==> src/logic/mlpg_consts.vh <==
// constants for the mission log password gate
// assumes inclusion by bare name from the design file
`ifndef MLPG_CONSTS_VH
`define MLPG_CONSTS_VH

// register byte addresses on the memory write/read path
`define MLPG_ADDR_RATE_LO      16'h0206
`define MLPG_ADDR_RATE_HI      16'h0207
`define MLPG_ADDR_ALARM_EN     16'h0210
`define MLPG_ADDR_RTC_CTL      16'h0212
`define MLPG_ADDR_MISSION_CTL  16'h0213
`define MLPG_ADDR_PW_CTL       16'h0227
`define MLPG_ADDR_RP_BASE      16'h0228
`define MLPG_ADDR_FP_BASE      16'h0230

// field positions
`define MLPG_BIT_ALARM_LOW     0
`define MLPG_BIT_ALARM_HIGH    1
`define MLPG_BIT_OSC_ENABLE    0
`define MLPG_BIT_HIGH_SPEED    1
`define MLPG_BIT_LOG_ENABLE    0
`define MLPG_BIT_FORMAT_16     2
`define MLPG_BIT_ROLLOVER      4

// reset values and patterns
`define MLPG_PW_CTL_RESET      8'h00
`define MLPG_PW_ENABLE_PATTERN 8'hAA
`define MLPG_RATE_RESET        14'h0001
`define MLPG_CTL_RESET         8'h00

// command kinds presented with a command start
`define MLPG_CMD_READ_CRC      3'h0
`define MLPG_CMD_COPY          3'h1
`define MLPG_CMD_CLEAR         3'h2
`define MLPG_CMD_START         3'h3
`define MLPG_CMD_STOP          3'h4

// timing counts
`define MLPG_PW_LAST_BIT       6'h3F
`define MLPG_SECONDS_PER_MIN   6'h3C

`endif

==> src/logic/mlpg_gate.v <==
// password gate, mission setup and data-log writer of the temperature logger
// assumes a link front end that decodes commands and password bits, an rtc
// that pulses once per second and a converter that hands in temperatures
`timescale 1ns/1ps
`default_nettype none
`include "mlpg_consts.vh"

module mlpg_fifo #(
	parameter WIDTH = 16,
	parameter DEPTH = 32,
	parameter AW    = 5
) (
	input  wire             sys_clk,
	input  wire             reset,
	input  wire             in_valid,
	output reg              in_ready,
	input  wire [WIDTH-1:0] in_data,
	output reg              out_valid,
	input  wire             out_ready,
	output wire [WIDTH-1:0] out_data
);
	localparam [AW:0] FULL_CNT = DEPTH;
	reg [WIDTH-1:0] mem [0:DEPTH-1];
	reg [AW-1:0]    wr_ptr_reg;
	reg [AW-1:0]    rd_ptr_reg;
	reg [AW:0]      count_reg;
	reg [AW:0]      count_next;
	wire            push;
	wire            pop;
	assign push     = in_valid & in_ready;
	assign pop      = out_valid & out_ready;
	assign out_data = mem[rd_ptr_reg];
	always @* begin
		count_next = count_reg;
		if (push && !pop)
			count_next = count_reg + {{AW{1'b0}}, 1'b1};
		else if (pop && !push)
			count_next = count_reg - {{AW{1'b0}}, 1'b1};
	end
	always @(posedge sys_clk) begin
		if (push)
			mem[wr_ptr_reg] <= in_data;
	end
	always @(posedge sys_clk or posedge reset) begin
		if (reset) begin
			wr_ptr_reg <= {AW{1'b0}};
			rd_ptr_reg <= {AW{1'b0}};
			count_reg  <= {(AW+1){1'b0}};
			in_ready   <= 1'b1;
			out_valid  <= 1'b0;
		end else begin
			if (push)
				wr_ptr_reg <= wr_ptr_reg + {{(AW-1){1'b0}}, 1'b1};
			if (pop)
				rd_ptr_reg <= rd_ptr_reg + {{(AW-1){1'b0}}, 1'b1};
			count_reg <= count_next;
			// flags are registered so ready and valid never glitch
			in_ready  <= (count_next != FULL_CNT);
			out_valid <= (count_next != {(AW+1){1'b0}});
		end
	end
endmodule // mlpg_fifo

module mlpg_gate (
	input  wire        sys_clk,
	input  wire        reset,
	input  wire        mem_wr_en,
	input  wire        mem_rd_en,
	input  wire [15:0] mem_addr,
	input  wire [7:0]  mem_wr_data,
	output reg  [7:0]  mem_rd_data,
	input  wire        cmd_start,
	input  wire [2:0]  cmd_kind,
	input  wire        pw_bit_valid,
	input  wire        pw_bit,
	output reg         cmd_grant,
	output reg         cmd_deny,
	input  wire        rtc_sec_tick,
	output reg         sample_req,
	input  wire        temp_valid,
	output wire        temp_ready,
	input  wire [15:0] temp_data,
	output reg         log_wr_en,
	output reg  [12:0] log_wr_addr,
	output reg  [7:0]  log_wr_data,
	output reg         log_full,
	input  wire        alarm_low_evt,
	input  wire        alarm_high_evt,
	output reg         cond_search_match,
	output reg         mission_active,
	output reg         oscillator_enable,
	output reg         logging_enable
);
	localparam [1:0] ST_IDLE = 2'h0;
	localparam [1:0] ST_LOW  = 2'h1;
	reg [63:0] read_password_bits_reg;
	reg [63:0] full_password_bits_reg;
	reg [7:0]  password_enable_pattern_reg;
	reg [13:0] sample_rate_reg;
	reg [7:0]  alarm_en_reg;
	reg        high_speed_sample_select_reg;
	reg        format_16_reg;
	reg        rollover_enable_reg;
	reg        alarm_low_flag_reg;
	reg        alarm_high_flag_reg;
	reg        pw_busy_reg;
	reg [5:0]  pw_idx_reg;
	reg        rp_ok_reg;
	reg        fp_ok_reg;
	reg [2:0]  kind_reg;
	reg [5:0]  sec_cnt_reg;
	reg [13:0] interval_cnt_reg;
	reg [1:0]  drain_st_reg;
	reg [12:0] ptr_reg;
	reg [7:0]  low_byte_reg;
	wire        fifo_valid;
	wire [15:0] fifo_data;
	wire        checking_on = (password_enable_pattern_reg == `MLPG_PW_ENABLE_PATTERN);
	wire        rp_ok_now   = rp_ok_reg & (pw_bit == read_password_bits_reg[pw_idx_reg]);
	wire        fp_ok_now   = fp_ok_reg & (pw_bit == full_password_bits_reg[pw_idx_reg]);
	wire        last_bit    = (pw_idx_reg == `MLPG_PW_LAST_BIT);
	wire        decide      = pw_busy_reg & pw_bit_valid & last_bit;
	// full password covers every gated command
	// checking off accepts any 64 bits
	wire        pass_now    = !checking_on | fp_ok_now |
			((kind_reg == `MLPG_CMD_READ_CRC) & rp_ok_now);
	wire        grant_now   = decide & pass_now;
	wire        clear_now   = grant_now & (kind_reg == `MLPG_CMD_CLEAR) & !mission_active;
	// setup and password pages locked in mission
	wire        wr_ok       = mem_wr_en & !mission_active;
	wire        in_rp       = ((mem_addr & 16'hFFF8) == `MLPG_ADDR_RP_BASE);
	wire        in_fp       = ((mem_addr & 16'hFFF8) == `MLPG_ADDR_FP_BASE);
	wire        unit_tick   = rtc_sec_tick &
			(high_speed_sample_select_reg | (sec_cnt_reg == `MLPG_SECONDS_PER_MIN - 6'h01));
	wire [13:0] rate_eff    = (sample_rate_reg == 14'h0000) ? 14'h0001 : sample_rate_reg;
	wire        fifo_ready  = (drain_st_reg == ST_IDLE);
	// step is one or two bytes
	wire [13:0] ptr_sum     = {1'b0, ptr_reg} + (format_16_reg ? 14'h0002 : 14'h0001);
	// passwords and control via memory writes
	always @(posedge sys_clk or posedge reset) begin
		if (reset) begin
			read_password_bits_reg       <= 64'h0000000000000000;
			full_password_bits_reg       <= 64'h0000000000000000;
			password_enable_pattern_reg  <= `MLPG_PW_CTL_RESET;
			sample_rate_reg              <= `MLPG_RATE_RESET;
			alarm_en_reg                 <= `MLPG_CTL_RESET;
			oscillator_enable            <= 1'b0;
			high_speed_sample_select_reg <= 1'b0;
			logging_enable               <= 1'b0;
			format_16_reg                <= 1'b0;
			rollover_enable_reg          <= 1'b0;
		end else if (wr_ok) begin
			// byte lanes, lsb at lowest address
			if (in_rp)
				read_password_bits_reg[mem_addr[2:0]*8 +: 8] <= mem_wr_data;
			if (in_fp)
				full_password_bits_reg[mem_addr[2:0]*8 +: 8] <= mem_wr_data;
			case (mem_addr)
			`MLPG_ADDR_PW_CTL:   password_enable_pattern_reg <= mem_wr_data;
			`MLPG_ADDR_RATE_LO:  sample_rate_reg[7:0] <= mem_wr_data;
			`MLPG_ADDR_RATE_HI:  sample_rate_reg[13:8] <= mem_wr_data[5:0];
			`MLPG_ADDR_ALARM_EN: alarm_en_reg <= mem_wr_data & 8'h03;
			`MLPG_ADDR_RTC_CTL: begin
				oscillator_enable            <= mem_wr_data[`MLPG_BIT_OSC_ENABLE];
				high_speed_sample_select_reg <= mem_wr_data[`MLPG_BIT_HIGH_SPEED];
			end
			`MLPG_ADDR_MISSION_CTL: begin
				logging_enable      <= mem_wr_data[`MLPG_BIT_LOG_ENABLE];
				format_16_reg       <= mem_wr_data[`MLPG_BIT_FORMAT_16];
				rollover_enable_reg <= mem_wr_data[`MLPG_BIT_ROLLOVER];
			end
			default: ;
			endcase
		end
	end
	// reads answer one cycle after the strobe
	always @(posedge sys_clk or posedge reset) begin
		if (reset) begin
			mem_rd_data <= 8'h00;
		end else if (mem_rd_en) begin
			case (mem_addr)
			`MLPG_ADDR_PW_CTL:      mem_rd_data <= password_enable_pattern_reg;
			`MLPG_ADDR_RATE_LO:     mem_rd_data <= sample_rate_reg[7:0];
			`MLPG_ADDR_RATE_HI:     mem_rd_data <= {2'h0, sample_rate_reg[13:8]};
			`MLPG_ADDR_ALARM_EN:    mem_rd_data <= alarm_en_reg;
			`MLPG_ADDR_RTC_CTL: begin
				mem_rd_data <= {6'h00, high_speed_sample_select_reg, oscillator_enable};
			end
			`MLPG_ADDR_MISSION_CTL: mem_rd_data <= {3'h0, rollover_enable_reg, 1'b0, format_16_reg,
					1'b0, logging_enable};
			// password bytes read back as zero
			default:                mem_rd_data <= 8'h00;
			endcase
		end
	end
	// password collection; a new command start restarts it
	always @(posedge sys_clk or posedge reset) begin
		if (reset) begin
			pw_busy_reg    <= 1'b0;
			pw_idx_reg     <= 6'h00;
			rp_ok_reg      <= 1'b0;
			fp_ok_reg      <= 1'b0;
			kind_reg       <= `MLPG_CMD_READ_CRC;
			cmd_grant      <= 1'b0;
			cmd_deny       <= 1'b0;
			mission_active <= 1'b0;
		end else begin
			cmd_grant <= grant_now;
			cmd_deny  <= decide & !pass_now;
			if (cmd_start) begin
				pw_busy_reg <= 1'b1;
				pw_idx_reg  <= 6'h00;
				rp_ok_reg   <= 1'b1;
				fp_ok_reg   <= 1'b1;
				kind_reg    <= cmd_kind;
			end else if (pw_busy_reg && pw_bit_valid) begin
				rp_ok_reg  <= rp_ok_now;
				fp_ok_reg  <= fp_ok_now;
				pw_idx_reg <= pw_idx_reg + 6'h01;
				if (last_bit)
					pw_busy_reg <= 1'b0;
			end
			if (grant_now && kind_reg == `MLPG_CMD_START)
				mission_active <= 1'b1;
			if (grant_now && kind_reg == `MLPG_CMD_STOP)
				mission_active <= 1'b0;
		end
	end

	always @(posedge sys_clk or posedge reset) begin
		if (reset) begin
			sec_cnt_reg      <= 6'h00;
			interval_cnt_reg <= 14'h0000;
			sample_req       <= 1'b0;
		end else begin
			sample_req <= 1'b0;
			if (!mission_active || !logging_enable) begin
				sec_cnt_reg      <= 6'h00;
				interval_cnt_reg <= 14'h0000;
			end else begin
				if (rtc_sec_tick)
					sec_cnt_reg <= unit_tick ? 6'h00 : sec_cnt_reg + 6'h01;
				if (unit_tick) begin
					if (interval_cnt_reg + 14'h0001 >= rate_eff) begin
						interval_cnt_reg <= 14'h0000;
						sample_req       <= 1'b1;
					end else
						interval_cnt_reg <= interval_cnt_reg + 14'h0001;
				end
			end
		end
	end
	// alarm answer; an event beats a clear in the same cycle
	always @(posedge sys_clk or posedge reset) begin
		if (reset) begin
			alarm_low_flag_reg  <= 1'b0;
			alarm_high_flag_reg <= 1'b0;
			cond_search_match   <= 1'b0;
		end else begin
			alarm_low_flag_reg  <= (alarm_low_flag_reg & !clear_now) | alarm_low_evt;
			alarm_high_flag_reg <= (alarm_high_flag_reg & !clear_now) | alarm_high_evt;
			cond_search_match   <= (alarm_en_reg[`MLPG_BIT_ALARM_LOW] & alarm_low_flag_reg) |
					(alarm_en_reg[`MLPG_BIT_ALARM_HIGH] & alarm_high_flag_reg);
		end
	end
	// buffer soaks up conversions while the log writer is busy
	mlpg_fifo #(
		.WIDTH (16),
		.DEPTH (32),
		.AW    (5)
	) u_fifo (
		.sys_clk   (sys_clk),
		.reset     (reset),
		.in_valid  (temp_valid),
		.in_ready  (temp_ready),
		.in_data   (temp_data),
		.out_valid (fifo_valid),
		.out_ready (fifo_ready),
		.out_data  (fifo_data)
	);
	// log writer; a full log without rollover still drains so the buffer never jams
	always @(posedge sys_clk or posedge reset) begin
		if (reset) begin
			drain_st_reg <= ST_IDLE;
			ptr_reg      <= 13'h0000;
			low_byte_reg <= 8'h00;
			log_wr_en    <= 1'b0;
			log_wr_addr  <= 13'h0000;
			log_wr_data  <= 8'h00;
			log_full     <= 1'b0;
		end else begin
			log_wr_en <= 1'b0;
			case (drain_st_reg)
			ST_IDLE: begin
				// stop recording when full and no rollover
				if (fifo_valid && !(log_full && !rollover_enable_reg)) begin
					log_wr_en   <= 1'b1;
					log_wr_addr <= ptr_reg;
					log_wr_data <= fifo_data[15:8];
					low_byte_reg <= fifo_data[7:0];
					if (format_16_reg) begin
						drain_st_reg <= ST_LOW;
					end else begin
						ptr_reg <= ptr_sum[12:0];
						if (ptr_sum[13] && !rollover_enable_reg)
							log_full <= 1'b1;
					end
				end
			end
			ST_LOW: begin
				log_wr_en    <= 1'b1;
				log_wr_addr  <= ptr_reg + 13'h0001;
				log_wr_data  <= low_byte_reg;
				ptr_reg      <= ptr_sum[12:0];
				drain_st_reg <= ST_IDLE;
				// rollover restarts at the section start
				if (ptr_sum[13] && !rollover_enable_reg)
					log_full <= 1'b1;
			end
			default: drain_st_reg <= ST_IDLE;
			endcase
			if (clear_now) begin
				ptr_reg  <= 13'h0000;
				log_full <= 1'b0;
			end
		end
	end
endmodule // mlpg_gate
`default_nettype wire

==> config.mk <==
export PLATFORM = sky130hd
export DESIGN_NAME = mlpg_gate
export DESIGN_NICKNAME = d
export VERILOG_FILES = /design/src/logic/mlpg_gate.v
export VERILOG_INCLUDE_DIRS = /design/src /design/src/logic
export SDC_FILE = /design/constraint.sdc
export NUM_CORES = 1
export LEC_CHECK = 0
export BUFFER_PORTS_ARGS = -buffer_cell sky130_fd_sc_hd__buf_2
export CORE_MARGIN = 8
export CORE_UTILIZATION = 56
export CTS_CLUSTER_SIZE = 30
export DETAILED_ROUTE_END_ITERATION = 10
export PLACE_DENSITY = 0.76
export SYNTH_ARGS = -nofsm -noshare
export SYNTH_HDL_FRONTEND = slang
export SYNTH_SLANG_ARGS = --single-unit
==> constraint.sdc <==
create_clock -name sys_clk -period 8.3 [get_ports sys_clk]
set_input_delay 0.83 -clock sys_clk [delete_from_list [all_inputs] [get_ports sys_clk]]
set_output_delay 0.83 -clock sys_clk [all_outputs]
set_load 0.01 [all_outputs]
After elaboration in Yosys (flattened, before gate mapping)
Memory sizes are Yosys's and may differ from the RTL's.
Index checks and enable logic that the tools add are counted.
{ "classes": {"order_cmp": 2, "muxes": 51, "n_addsub": 10, "shifts": 2, "n_eq_ne": 22, "n_reduce_logical": 42, "n_bitwise": 23} }
{ "ops": {"columns": ["op", "count"], "rows": [
  ["$bwmux 64", 2],
  ["$eq 16x10->1 const B", 6],
  ["$shift 8x34->64 const A", 1],
  ["$shiftx 8x34->64", 1],
  ["$mux 14", 4],
  ["$mux 13", 4],
  ["$pmux 13 s2", 2],
  ["$pmux 8 s6", 1],
  ["$mux 6", 7],
  ["$neg 6->34", 1],
  ["$eq 13x7->1 const B", 2],
  ["$reduce_and 2->1", 12],
  ["$mux 1", 21],
  ["$add 6x1->6 const B", 3],
  ["$and 1x1->1", 17],
  ["$pmux 8 s2", 1],
  ["$add 13x2->14", 1],
  ["$add 14x1->14 const B", 1],
  ["$ge 14x14->1", 1],
  ["$logic_not 14->1", 1],
  ["$add 13x1->13 const B", 1],
  ["$bmux 1 s6", 2],
  ["$eq 6x6->1 const B", 2],
  ["$reduce_bool 2->1", 6],
  ["23 further kinds", 52]
]} }
{ "totals": {"regBits": 268, "inputBits": 54, "ram_bits": 512, "memories": 1, "elab_cells": 191, "out_inout_bits": 39} }
{ "memory_table": {"columns": ["name", "words", "word_bits", "rd", "rd_clocked_by_memory_dff", "write_ports", "line", "source"], "rows": [
  ["u_fifo.mem", 32, 16, 1, 0, 1, "mlpg_gate.v:23", "reg [WIDTH-1:0] mem [0:DEPTH-1];"]
]} }

Logic depth before layout (Yosys ltp)
Gate-level depths: netlist of the first run.
{ "depth": {"ltp_word": 12, "depth_mapped": 15, "depth_no_buf": 15} }

By module
Synthesis of the first run repeated with hierarchy kept, for this count alone.
{ "hier_totals": {"hier_cells": 2179, "hier_area_um2": 32879.0} }
{ "modules_own_cells": {"columns": ["mod", "n_inst", "cells_per_inst", "seq_area_each_um2", "area_per_inst_um2"], "rows": [
  ["mlpg_fifo", 1, 1203, 15826.4, 20793.7],
  ["mlpg_gate", 1, 976, 6232.2, 12085.3]
]} }

Least setup slack after synthesis of the first run
Ideal clock, no wire load.
{ "synth_path": {"path_type": "input -> register", "from": "in mem_addr[0]", "to": "reg sample_rate_reg[1]", "required_time_ns": 8.175, "path_stages": 7, "setup_time_ns": 0.125, "arrival_time_ns": 2.934, "slack_ns": 5.241, "n_path_buf": 1, "path_cell_list": "clkbuf_1 > inv_1 > ha_1 > inv_1 > nor4_1 > nand2_1 > mux2_2"} }
{ "synth_via": {"elab_chain_len": 2} }
{ "synth_rtl": {"columns": ["element", "line", "source"], "rows": [
  ["start, declared", "mlpg_gate.v:69", "input wire [15:0] mem_addr,"],
  ["$eq 16x10->1", "mlpg_gate.v:158", "case (mem_addr)"],
  ["$reduce_and 2->1 (no line)", null, null],
  ["end signal, assigned", "mlpg_gate.v:145", "sample_rate_reg <= `MLPG_RATE_RESET;"],
  ["end signal, assigned", "mlpg_gate.v:160", "`MLPG_ADDR_RATE_LO: sample_rate_reg[7:0] <= mem_wr_data;"],
  ["end, declared", "mlpg_gate.v:99", "reg [13:0] sample_rate_reg;"]
]} }
Every way passes these cells.
A chain may end at the register's enable or synchronous reset.

Worst setup path in the final report of the first run
{ "layout_path": {"from": "reg pw_idx_reg[0]", "to": "reg ptr_reg[11]"} }
{ "layout_via": {"elab_chain_len": 11, "elab_cells_between_ends": 21, "classes_between": "5 x eq/ne; 5 x mux; 9 x bitwise; 2 x reduce/logical"} }
{ "layout_rtl": {"columns": ["element", "line", "source"], "rows": [
  ["start, declared", "mlpg_gate.v:107", "reg [5:0] pw_idx_reg;"],
  ["start signal, assigned", "mlpg_gate.v:219", "pw_idx_reg <= pw_idx_reg + 6'h01;"],
  ["$bmux 1 s6 (on tied branches)", "mlpg_gate.v:120, mlpg_gate.v:119", null],
  ["$mux 1 (on tied branches)", "mlpg_gate.v:120, mlpg_gate.v:119", null],
  ["$eq 1x1->1 (on tied branches)", "mlpg_gate.v:120, mlpg_gate.v:119", null],
  ["$and 1x1->1 (on tied branches)", "mlpg_gate.v:120, mlpg_gate.v:119", null],
  ["$or 1x1->1 / $and 1x1->1 (equally long branches)", "mlpg_gate.v:125, mlpg_gate.v:126", null],
  ["$or 1x1->1", "mlpg_gate.v:125", "wire pass_now = !checking_on | fp_ok_now |"],
  ["$and 1x1->1 (*)", "mlpg_gate.v:127", "wire grant_now = decide & pass_now;"],
  ["$and 1x1->1 (*) (2 in a row)", "mlpg_gate.v:128", "wire clear_now = grant_now & (kind_reg == `MLPG_CMD_CLEAR) & !mission_active;"],
  ["$ne 3x3->1 (no line) / $reduce_bool 3->1 (equally long branches)", null, null],
  ["$reduce_and 3->1 (no line)", null, null],
  ["end signal, assigned", "mlpg_gate.v:304", "ptr_reg <= ptr_sum[12:0];"],
  ["end signal, assigned", "mlpg_gate.v:314", "ptr_reg <= ptr_sum[12:0];"],
  ["end, declared", "mlpg_gate.v:114", "reg [12:0] ptr_reg;"]
]} }
Every way passes the cells marked *; elsewhere a longest branch is shown, timed or not. The select of a mux whose other input is x is not followed.

==> impl_metrics.json, run 1 <==
{
  "outcome": "completed",
  "period_needed_ns": 4.098,
  "largest_register_ff_count": 512,
  "clock-sinks": 779,
  "gr-usage-met3_pct": 4.390,
  "reg2reg_from": "pw_idx_reg[0]",
  "grt_max_degree": 198,
  "r2r-end": "ptr_reg[11]",
  "synth_common_cells": "512 x edfxtp_1, 265 x dfrtp_1, 254 x nand2_1, 181 x mux4_2, 163 x o21ai_0",
  "layout.nets": 2206,
  "initial_core_util_pct": 56.33,
  "first_global_vias": 19230,
  "crit_fanout": 31,
  "seq_area_frac_synth_pct": 68.13,
  "path_clk_slew_ns": 0.06,
  "die_h_um": 256.5,
  "cts_root_buf": "clkbuf_16",
  "fmax_ghz": 0.2440,
  "ys_types": 68,
  "gp_congestion": 0.8735,
  "dp_slack_ns": 4.291,
  "critical_path_arrival_ns": 4.57,
  "r2r_setup_slack_ns": 4.20,
  "hold_buffers": 0,
  "dp_hpwl_mm": 44.37,
  "clk_latency_ns": 0.64,
  "grt_use_total_pct": 22.53,
  "multi_input_area_um2": 9688,
  "grt_setup_unrepaired": "false",
  "synth-seq-cells": 779,
  "synth_most_common_cell": "edfxtp_1",
  "first_pass_iters": 6,
  "route.vias.total": 18370,
  "hold_viol": 0,
  "synth_top_cell_area_share_pct": 47.49,
  "crit_type": "reg -> reg",
  "use_met1_pct": 29.58,
  "setup_ws_ns": 4.202,
  "post-route-period-util_pct": 49.38,
  "fillers": 3955,
  "max-vdd-ir-drop_mv": 0.2323,
  "start_kind": "flip-flop",
  "die_w_um": 256.5,
  "synth_edf_count": 512,
  "clockBufferDepth": 3,
  "syn-mean-instance-area_um2": 16.18,
  "ios": 93,
  "slew_headroom_pct": 27.28,
  "drive_gt1_share_pct": 23.16,
  "numCtsBuffers": 78,
  "antenna_found_initial": 2,
  "drt_wl_total_mm": 73.86,
  "cpMostUsedCell": "mux2i_1",
  "max_stage_delay_ns": 0.92,
  "post_cts_buffers": 0,
  "cap_viol_max_count": 0,
  "cp_slowest_cell": "a2111oi_0",
  "final.setup.tns_ns": 0,
  "worst_pin_slew_ns": 1.077,
  "fp.dieArea_um2": 65770,
  "cts_tree": "done",
  "fin_skew_ns": 0.02560,
  "grt_pass1_wl_mm": 114.3,
  "gr-total-overflow": 0,
  "drc_errors": 0,
  "coreArea_um2": 57480,
  "numPortBuffers": 92,
  "synth_top_area_cell": "edfxtp_1",
  "hold_class": "in -> async",
  "critPathCaptureType": "flip-flop",
  "regArea_um2": 22070,
  "drt_iter0_markers": 1841,
  "synth-main-ff-cell": "edfxtp_1",
  "viasPerCell": 6.225,
  "cts_resized": 0,
  "synth.top_cells.by_area": "edfxtp_1 47%, dfrtp_1 20%, mux4_2 13%, nand2_1 2.9%, o21ai_0 2.5%",
  "syn_area_um2": 32380,
  "crit_start": "pw_idx_reg[0]",
  "area_delta_synth_final_pct": 12.00,
  "synth_nets": 2087,
  "drtAntennaViolNets": 0,
  "async_reset_ff_share_pct": 34.27,
  "pwr_density_cell_nw_per_um2": 278.3,
  "wire_per_inst_um": 25.03,
  "num_rows": 88,
  "yosysWarnings": 0,
  "synthCells": 2001,
  "slew_viol_final": 0,
  "crit_required_ns": 8.77,
  "top_usage_layer": "met2",
  "grt.met2_usage_pct": 37.55,
  "p_leak_nw": 13.32,
  "setup_viol": 0,
  "h-tree-depth": 3,
  "reg2reg_depth": 9,
  "cp_cell_sequence": "buf_4, mux4_1, mux2i_1, mux2i_1, a2111oi_0, a221o_2, a211o_2, nor3b_4, nor2_1"
}
[cells by family (layout without fill, tap and decap cells)]
kind of cell,count (synthesis),after routing,share of synthesized area (%)
other,0,1,0
DFF,779,779,68.13
buffers and inverters,143,327,1.959
muxes,274,274,16.32
and+or+nand+nor,474,474,6.442
AOI/OAI and AO/OA,245,245,4.429
adders and majority gates,32,32,1.260
xor gates and xnor gates,54,54,1.461
[layout by cell type (no fill, tap or decap), drive strengths merged, types with 8 or more instances in the layout]
master / instances
a21oi: 13
a22oi: 14
and3: 10
buf: 137
clkbuf: 101
clkinv: 35
dfrtp: 265
edfxtp: 512
ha: 31
inv: 47
mux2: 52
mux2i: 28
mux4: 194
nand2: 254
nand2b: 9
nand3: 34
nand4: 14
nor2: 100
nor3: 8
o21ai: 164
o22ai: 9
xnor2: 31
xor2: 23
[layer usage]
layer / wire (µm) / up-vias
met3: 5798 / 174
met5: 7 / -
met2: 36930 / 829
met1: 28730 / 9448
li1: - / 7917
met4: 2405 / 2
[power by group]
| group | internal [mW] | total (mW) | switching (mW) | leakage, nW |
|---|---|---|---|---|
| clock network | 1.96 | 3.46 | 1.50 | 1.25 |
| registers | 4.35 | 4.55 | 0.196 | 8.19 |
| logic | 1.01 | 2.08 | 1.07 | 3.89 |
| total | 7.33 | 10.1 | 2.77 | 13.3 |
[how the worst max path moves through the flow]
stage / cells after the start / to / slack, ns
2_1_floorplan: 1 / alarm_en_reg[0] / 0.12
3_3_place_gp: 9 / log_full / 4.38
4_1_cts: 9 / ptr_reg[11] / 4.25
6_report: 9 / ptr_reg[11] / 4.20
5_1_grt: 9 / ptr_reg[11] / 3.94
3_5_place_dp: 9 / alarm_low_flag_reg / 4.29
[critical path, delay by kind of cell (launching register included)]
kind	cells	cell delay, ns
AOI/OAI and AO/OA	3	1.40
and+or+nand+nor	2	0.82
buffers and inverters	1	0.46
muxes	3	0.90
DFF	1	0.32
[final cells by class]
class | count | area share, %
repair buffers | 137 | 2.270
inverters | 45 | 0.4865
flip-flops and latches | 779 | 60.85
multi-input cells | 1079 | 26.72
clock buffers | 101 | 5.759
diodes | 1 | 0.006901
clock inverters | 44 | 1.266
well taps | 765 | 2.640
[through the flow]
stage          instances  hold WS, ns  cell area [µm²]  power (mW)  utilization [%]
4_1_cts             2950       0.2451            36260       10.17            63.09
5_1_grt             2951       0.2832            36260       10.44            63.09
2_1_floorplan       2001       0.4416            32380       6.047                -
6_report            2951       0.2398            36260       10.09            63.09
3_3_place_gp        2805       0.4537            33710       6.617            58.66
3_5_place_dp        2805       0.4626            33710       6.676            58.66
No activity file was read; power rests on OpenSTA's default activity.
==> run 2, diff against run 1 <==
--- a/config.mk
+++ b/config.mk
@@ -6,6 +6,7 @@
 export SDC_FILE = /design/constraint.sdc
 export NUM_CORES = 1
 export LEC_CHECK = 0
+export ABC_AREA = 1
 export BUFFER_PORTS_ARGS = -buffer_cell sky130_fd_sc_hd__buf_2
 export CORE_MARGIN = 8
 export CORE_UTILIZATION = 56
==> constraint.sdc (replaced) <==
create_clock -name sys_clk -period 3.62 [get_ports sys_clk]
set_input_delay 0.362 -clock sys_clk [delete_from_list [all_inputs] [get_ports sys_clk]]
set_output_delay 0.362 -clock sys_clk [all_outputs]
set_load 0.01 [all_outputs]
==> run 2 against run 1 <==
  * Combinational power grew to 3.2 times the previous value
  * Critical path depth up 6
  * Setup slack worse by 3.7 ns
  * Clock skew is 0.0067 ns higher
  * Clock-buffer cell count rose by 7
  * Via count grew 33%
  * Synthesized cell count increased by 54%
  * Design area rose by 2.8%
  * Critical endpoint is now interval_cnt_reg[11]
  * Largest power group unchanged
==> impl_metrics.json, run 2 <==
{
  "area_delta_synth_final_pct": 12.57,
  "synth_top_area_cell": "edfxtp_1",
  "utilization_pct": 63.42,
  "synthCells": 3091,
  "hold_viol": 0,
  "final_cell_area_um2": 37290,
  "crit_required_ns": 4.14,
  "synth_common_cells": "567 x nand2_1, 512 x edfxtp_1, 469 x o21ai_0, 336 x nor2_1, 265 x dfrtp_1",
  "p_total_mw": 25.57,
  "cap_viol_max_count": 0,
  "numCtsBuffers": 80,
  "top_usage_layer": "met2",
  "coreArea_um2": 58800,
  "h-tree-depth": 3,
  "dp_slack_ns": 0.5006,
  "gp_congestion": 0.9201,
  "fmax_ghz": 0.3198,
  "yosysWarnings": 0,
  "use_met1_pct": 31.43,
  "post-route-period-util_pct": 86.39,
  "fp.dieArea_um2": 67190,
  "cts_root_buf": "clkbuf_16",
  "drt_iter0_markers": 2698,
  "drc_errors": 0,
  "numPortBuffers": 92,
  "grt_setup_unrepaired": "false",
  "fin_skew_ns": 0.03227,
  "synth_nets": 3177,
  "seq_area_frac_synth_pct": 66.59,
  "cts_tree": "done",
  "clockBufferDepth": 3,
  "max-vdd-ir-drop_mv": 0.7838,
  "num_rows": 89,
  "most-common-layout-cells": "567 x nand2_1, 512 x edfxtp_1, 469 x o21ai_0, 334 x nor2_1, 262 x dfrtp_1",
  "setup_viol": 0,
  "multi_input_area_um2": 9711,
  "ios": 93,
  "final.setup.tns_ns": 0,
  "grt.met2_usage_pct": 39.31,
  "synth_edf_count": 512,
  "route.vias.total": 24370,
  "initial_core_util_pct": 56.34,
  "pwr_density_cell_nw_per_um2": 685.8,
  "grt_pass1_wl_mm": 128.6,
  "critical_path_arrival_ns": 3.65,
  "setup_ws_ns": 0.4928,
  "gr-total-overflow": 0,
  "regArea_um2": 22070,
  "fillers": 4429,
  "synth_top_cell_area_share_pct": 46.41,
  "slew_viol_final": 0,
  "outcome": "completed",
  "synth-seq-cells": 779,
  "drtAntennaViolNets": 0,
  "slew_headroom_pct": 31.32,
  "grt_use_total_pct": 24.19,
  "first_global_vias": 23760,
  "drive_gt1_share_pct": 9.858,
  "ys_types": 48,
  "layout.nets": 3268,
  "crit_type": "reg -> reg",
  "worst_pin_slew_ns": 1.024,
  "p_leak_nw": 14.22,
  "synth_most_common_cell": "nand2_1",
  "synth.top_cells.by_area": "edfxtp_1 46%, dfrtp_1 20%, o21ai_0 7.1%, nand2_1 6.4%, nor2_1 3.8%",
  "start_kind": "flip-flop",
  "clock-sinks": 779,
  "hold_class": "in -> reg",
  "placed_area_um2": 34530,
  "grt_max_degree": 136,
  "clk_latency_ns": 0.63,
  "cts_resized": 0,
  "period_needed_ns": 3.127,
  "syn-mean-instance-area_um2": 10.72,
  "crit_fanout": 5,
  "viasPerCell": 6.061,
  "async_reset_ff_share_pct": 34.27,
  "dp_hpwl_mm": 49.95,
  "path_clk_slew_ns": 0.06,
  "die_w_um": 259.2,
  "critPathCaptureType": "flip-flop",
  "gr-usage-met3_pct": 4.276,
  "die_h_um": 259.2,
  "first_pass_iters": 6,
  "antenna_found_initial": 2,
  "drt_wl_total_mm": 83.29,
  "largest_register_ff_count": 512,
  "wire_per_inst_um": 20.72,
  "final_common_cell": "nand2_1",
  "synth-main-ff-cell": "edfxtp_1",
  "syn_area_um2": 33130
}
## run 2: changes by cell type in the layout (fill, tap and decap cells not counted), moves of 29 or more
| cell | change |
|---|---|
| o221ai_1 | +52 |
| mux2_2 | -52 |
| nand2_1 | +313 |
| nor3_1 | +31 |
| o21ai_0 | +306 |
| nor2_1 | +234 |
| xnor2_1 | -29 |
| o22ai_1 | +80 |
| inv_1 | +116 |
| nand3_1 | +176 |
| a21oi_1 | +38 |
| mux4_2 | -181 |
## run 2: kinds of logic (layout without fill, tap and decap cells)
group                    count (synthesis)  count (layout)  share of synthesized area [%]
AND/OR/NAND/NOR                       1198            1198                          15.03
AO/OA/AOI/OAI                          703             703                          11.93
XOR/XNOR                                41              41                          1.084
adder cells (fa/ha/maj)                 32              32                          1.231
other                                    0               1                              0
flip-flops                             779             779                          66.59
buffers and inverters                  338             493                          4.140
## run 2: path summary, 6_finish.rpt
path / start / endpoint / slack, ns / cells past startpoint
max in group asynchronous: reset / full_password_bits_reg[47] / 2.24 / 4
worst max-delay path: interval_cnt_reg[0] / interval_cnt_reg[11] / 0.49 / 15
min in group asynchronous: reset / ptr_reg[5] / 0.45 / 3
worst min-delay path: rtc_sec_tick / sec_cnt_reg[0] / 0.05 / 3
worst min register to register: log_wr_addr[0] / log_wr_addr[0] / 0.48 / 2
worst max register to register: interval_cnt_reg[0] / interval_cnt_reg[11] / 0.49 / 15
## run 2: what timing repair did
| action | 4_1_cts | 5_1_grt |
|---|---|---|
| hold buffers | 8 | 0 |
| endpoints found under the setup margin | 0 | 0 |
| buffers inserted | 0 | 0 |
| hold endpoints to repair | 33 | 0 |
## run 2: layer usage
layer / routed length, µm / vias to the layer above
li1: - / 11070
met1: 32760 / 11900
met2: 40010 / 1177
met3: 6896 / 224
met4: 3609 / 4
met5: 21 / -
## run 2: worst max-delay path, stage by stage, from the launching register on
cell	delay, ns
dfrtp_1	0.42
ha_1	0.21
nand3_1	0.12
nor3_1	0.26
nand3_1	0.16
nor3_1	0.28
nand3_1	0.15
xor2_1	0.23
ha_1	0.27
nand2_1	0.12
o21ai_0	0.10
a21oi_1	0.14
nand3_1	0.17
nor2_1	0.25
nand2_1	0.08
o21ai_0	0.09
## run 2: report_power, final
group / switching [mW] / internal [mW]
registers: 0.321 / 10.2
logic: 4.77 / 1.97
clock network: 3.40 / 4.93
total: 8.49 / 17.1
## run 2: area by class of cell
type | instances | share of cell area (%)
Sequential cell | 779 | 59.18
Multi-Input combinational cell | 1974 | 26.04
Inverter | 175 | 1.788
Antenna cell | 1 | 0.006711
Timing Repair Buffer | 172 | 3.201
Clock buffer | 108 | 6.003
Tap cell | 773 | 2.594
Clock inverter | 38 | 1.191
## run 2: metrics by stage
stage	cells	hold WS, ns
floorplan	3091	0.4427
global placement	3865	0.4595
detailed placement	3865	0.4651
CTS	4019	0.02556
global route	4019	0.07725
finish	4020	0.04970
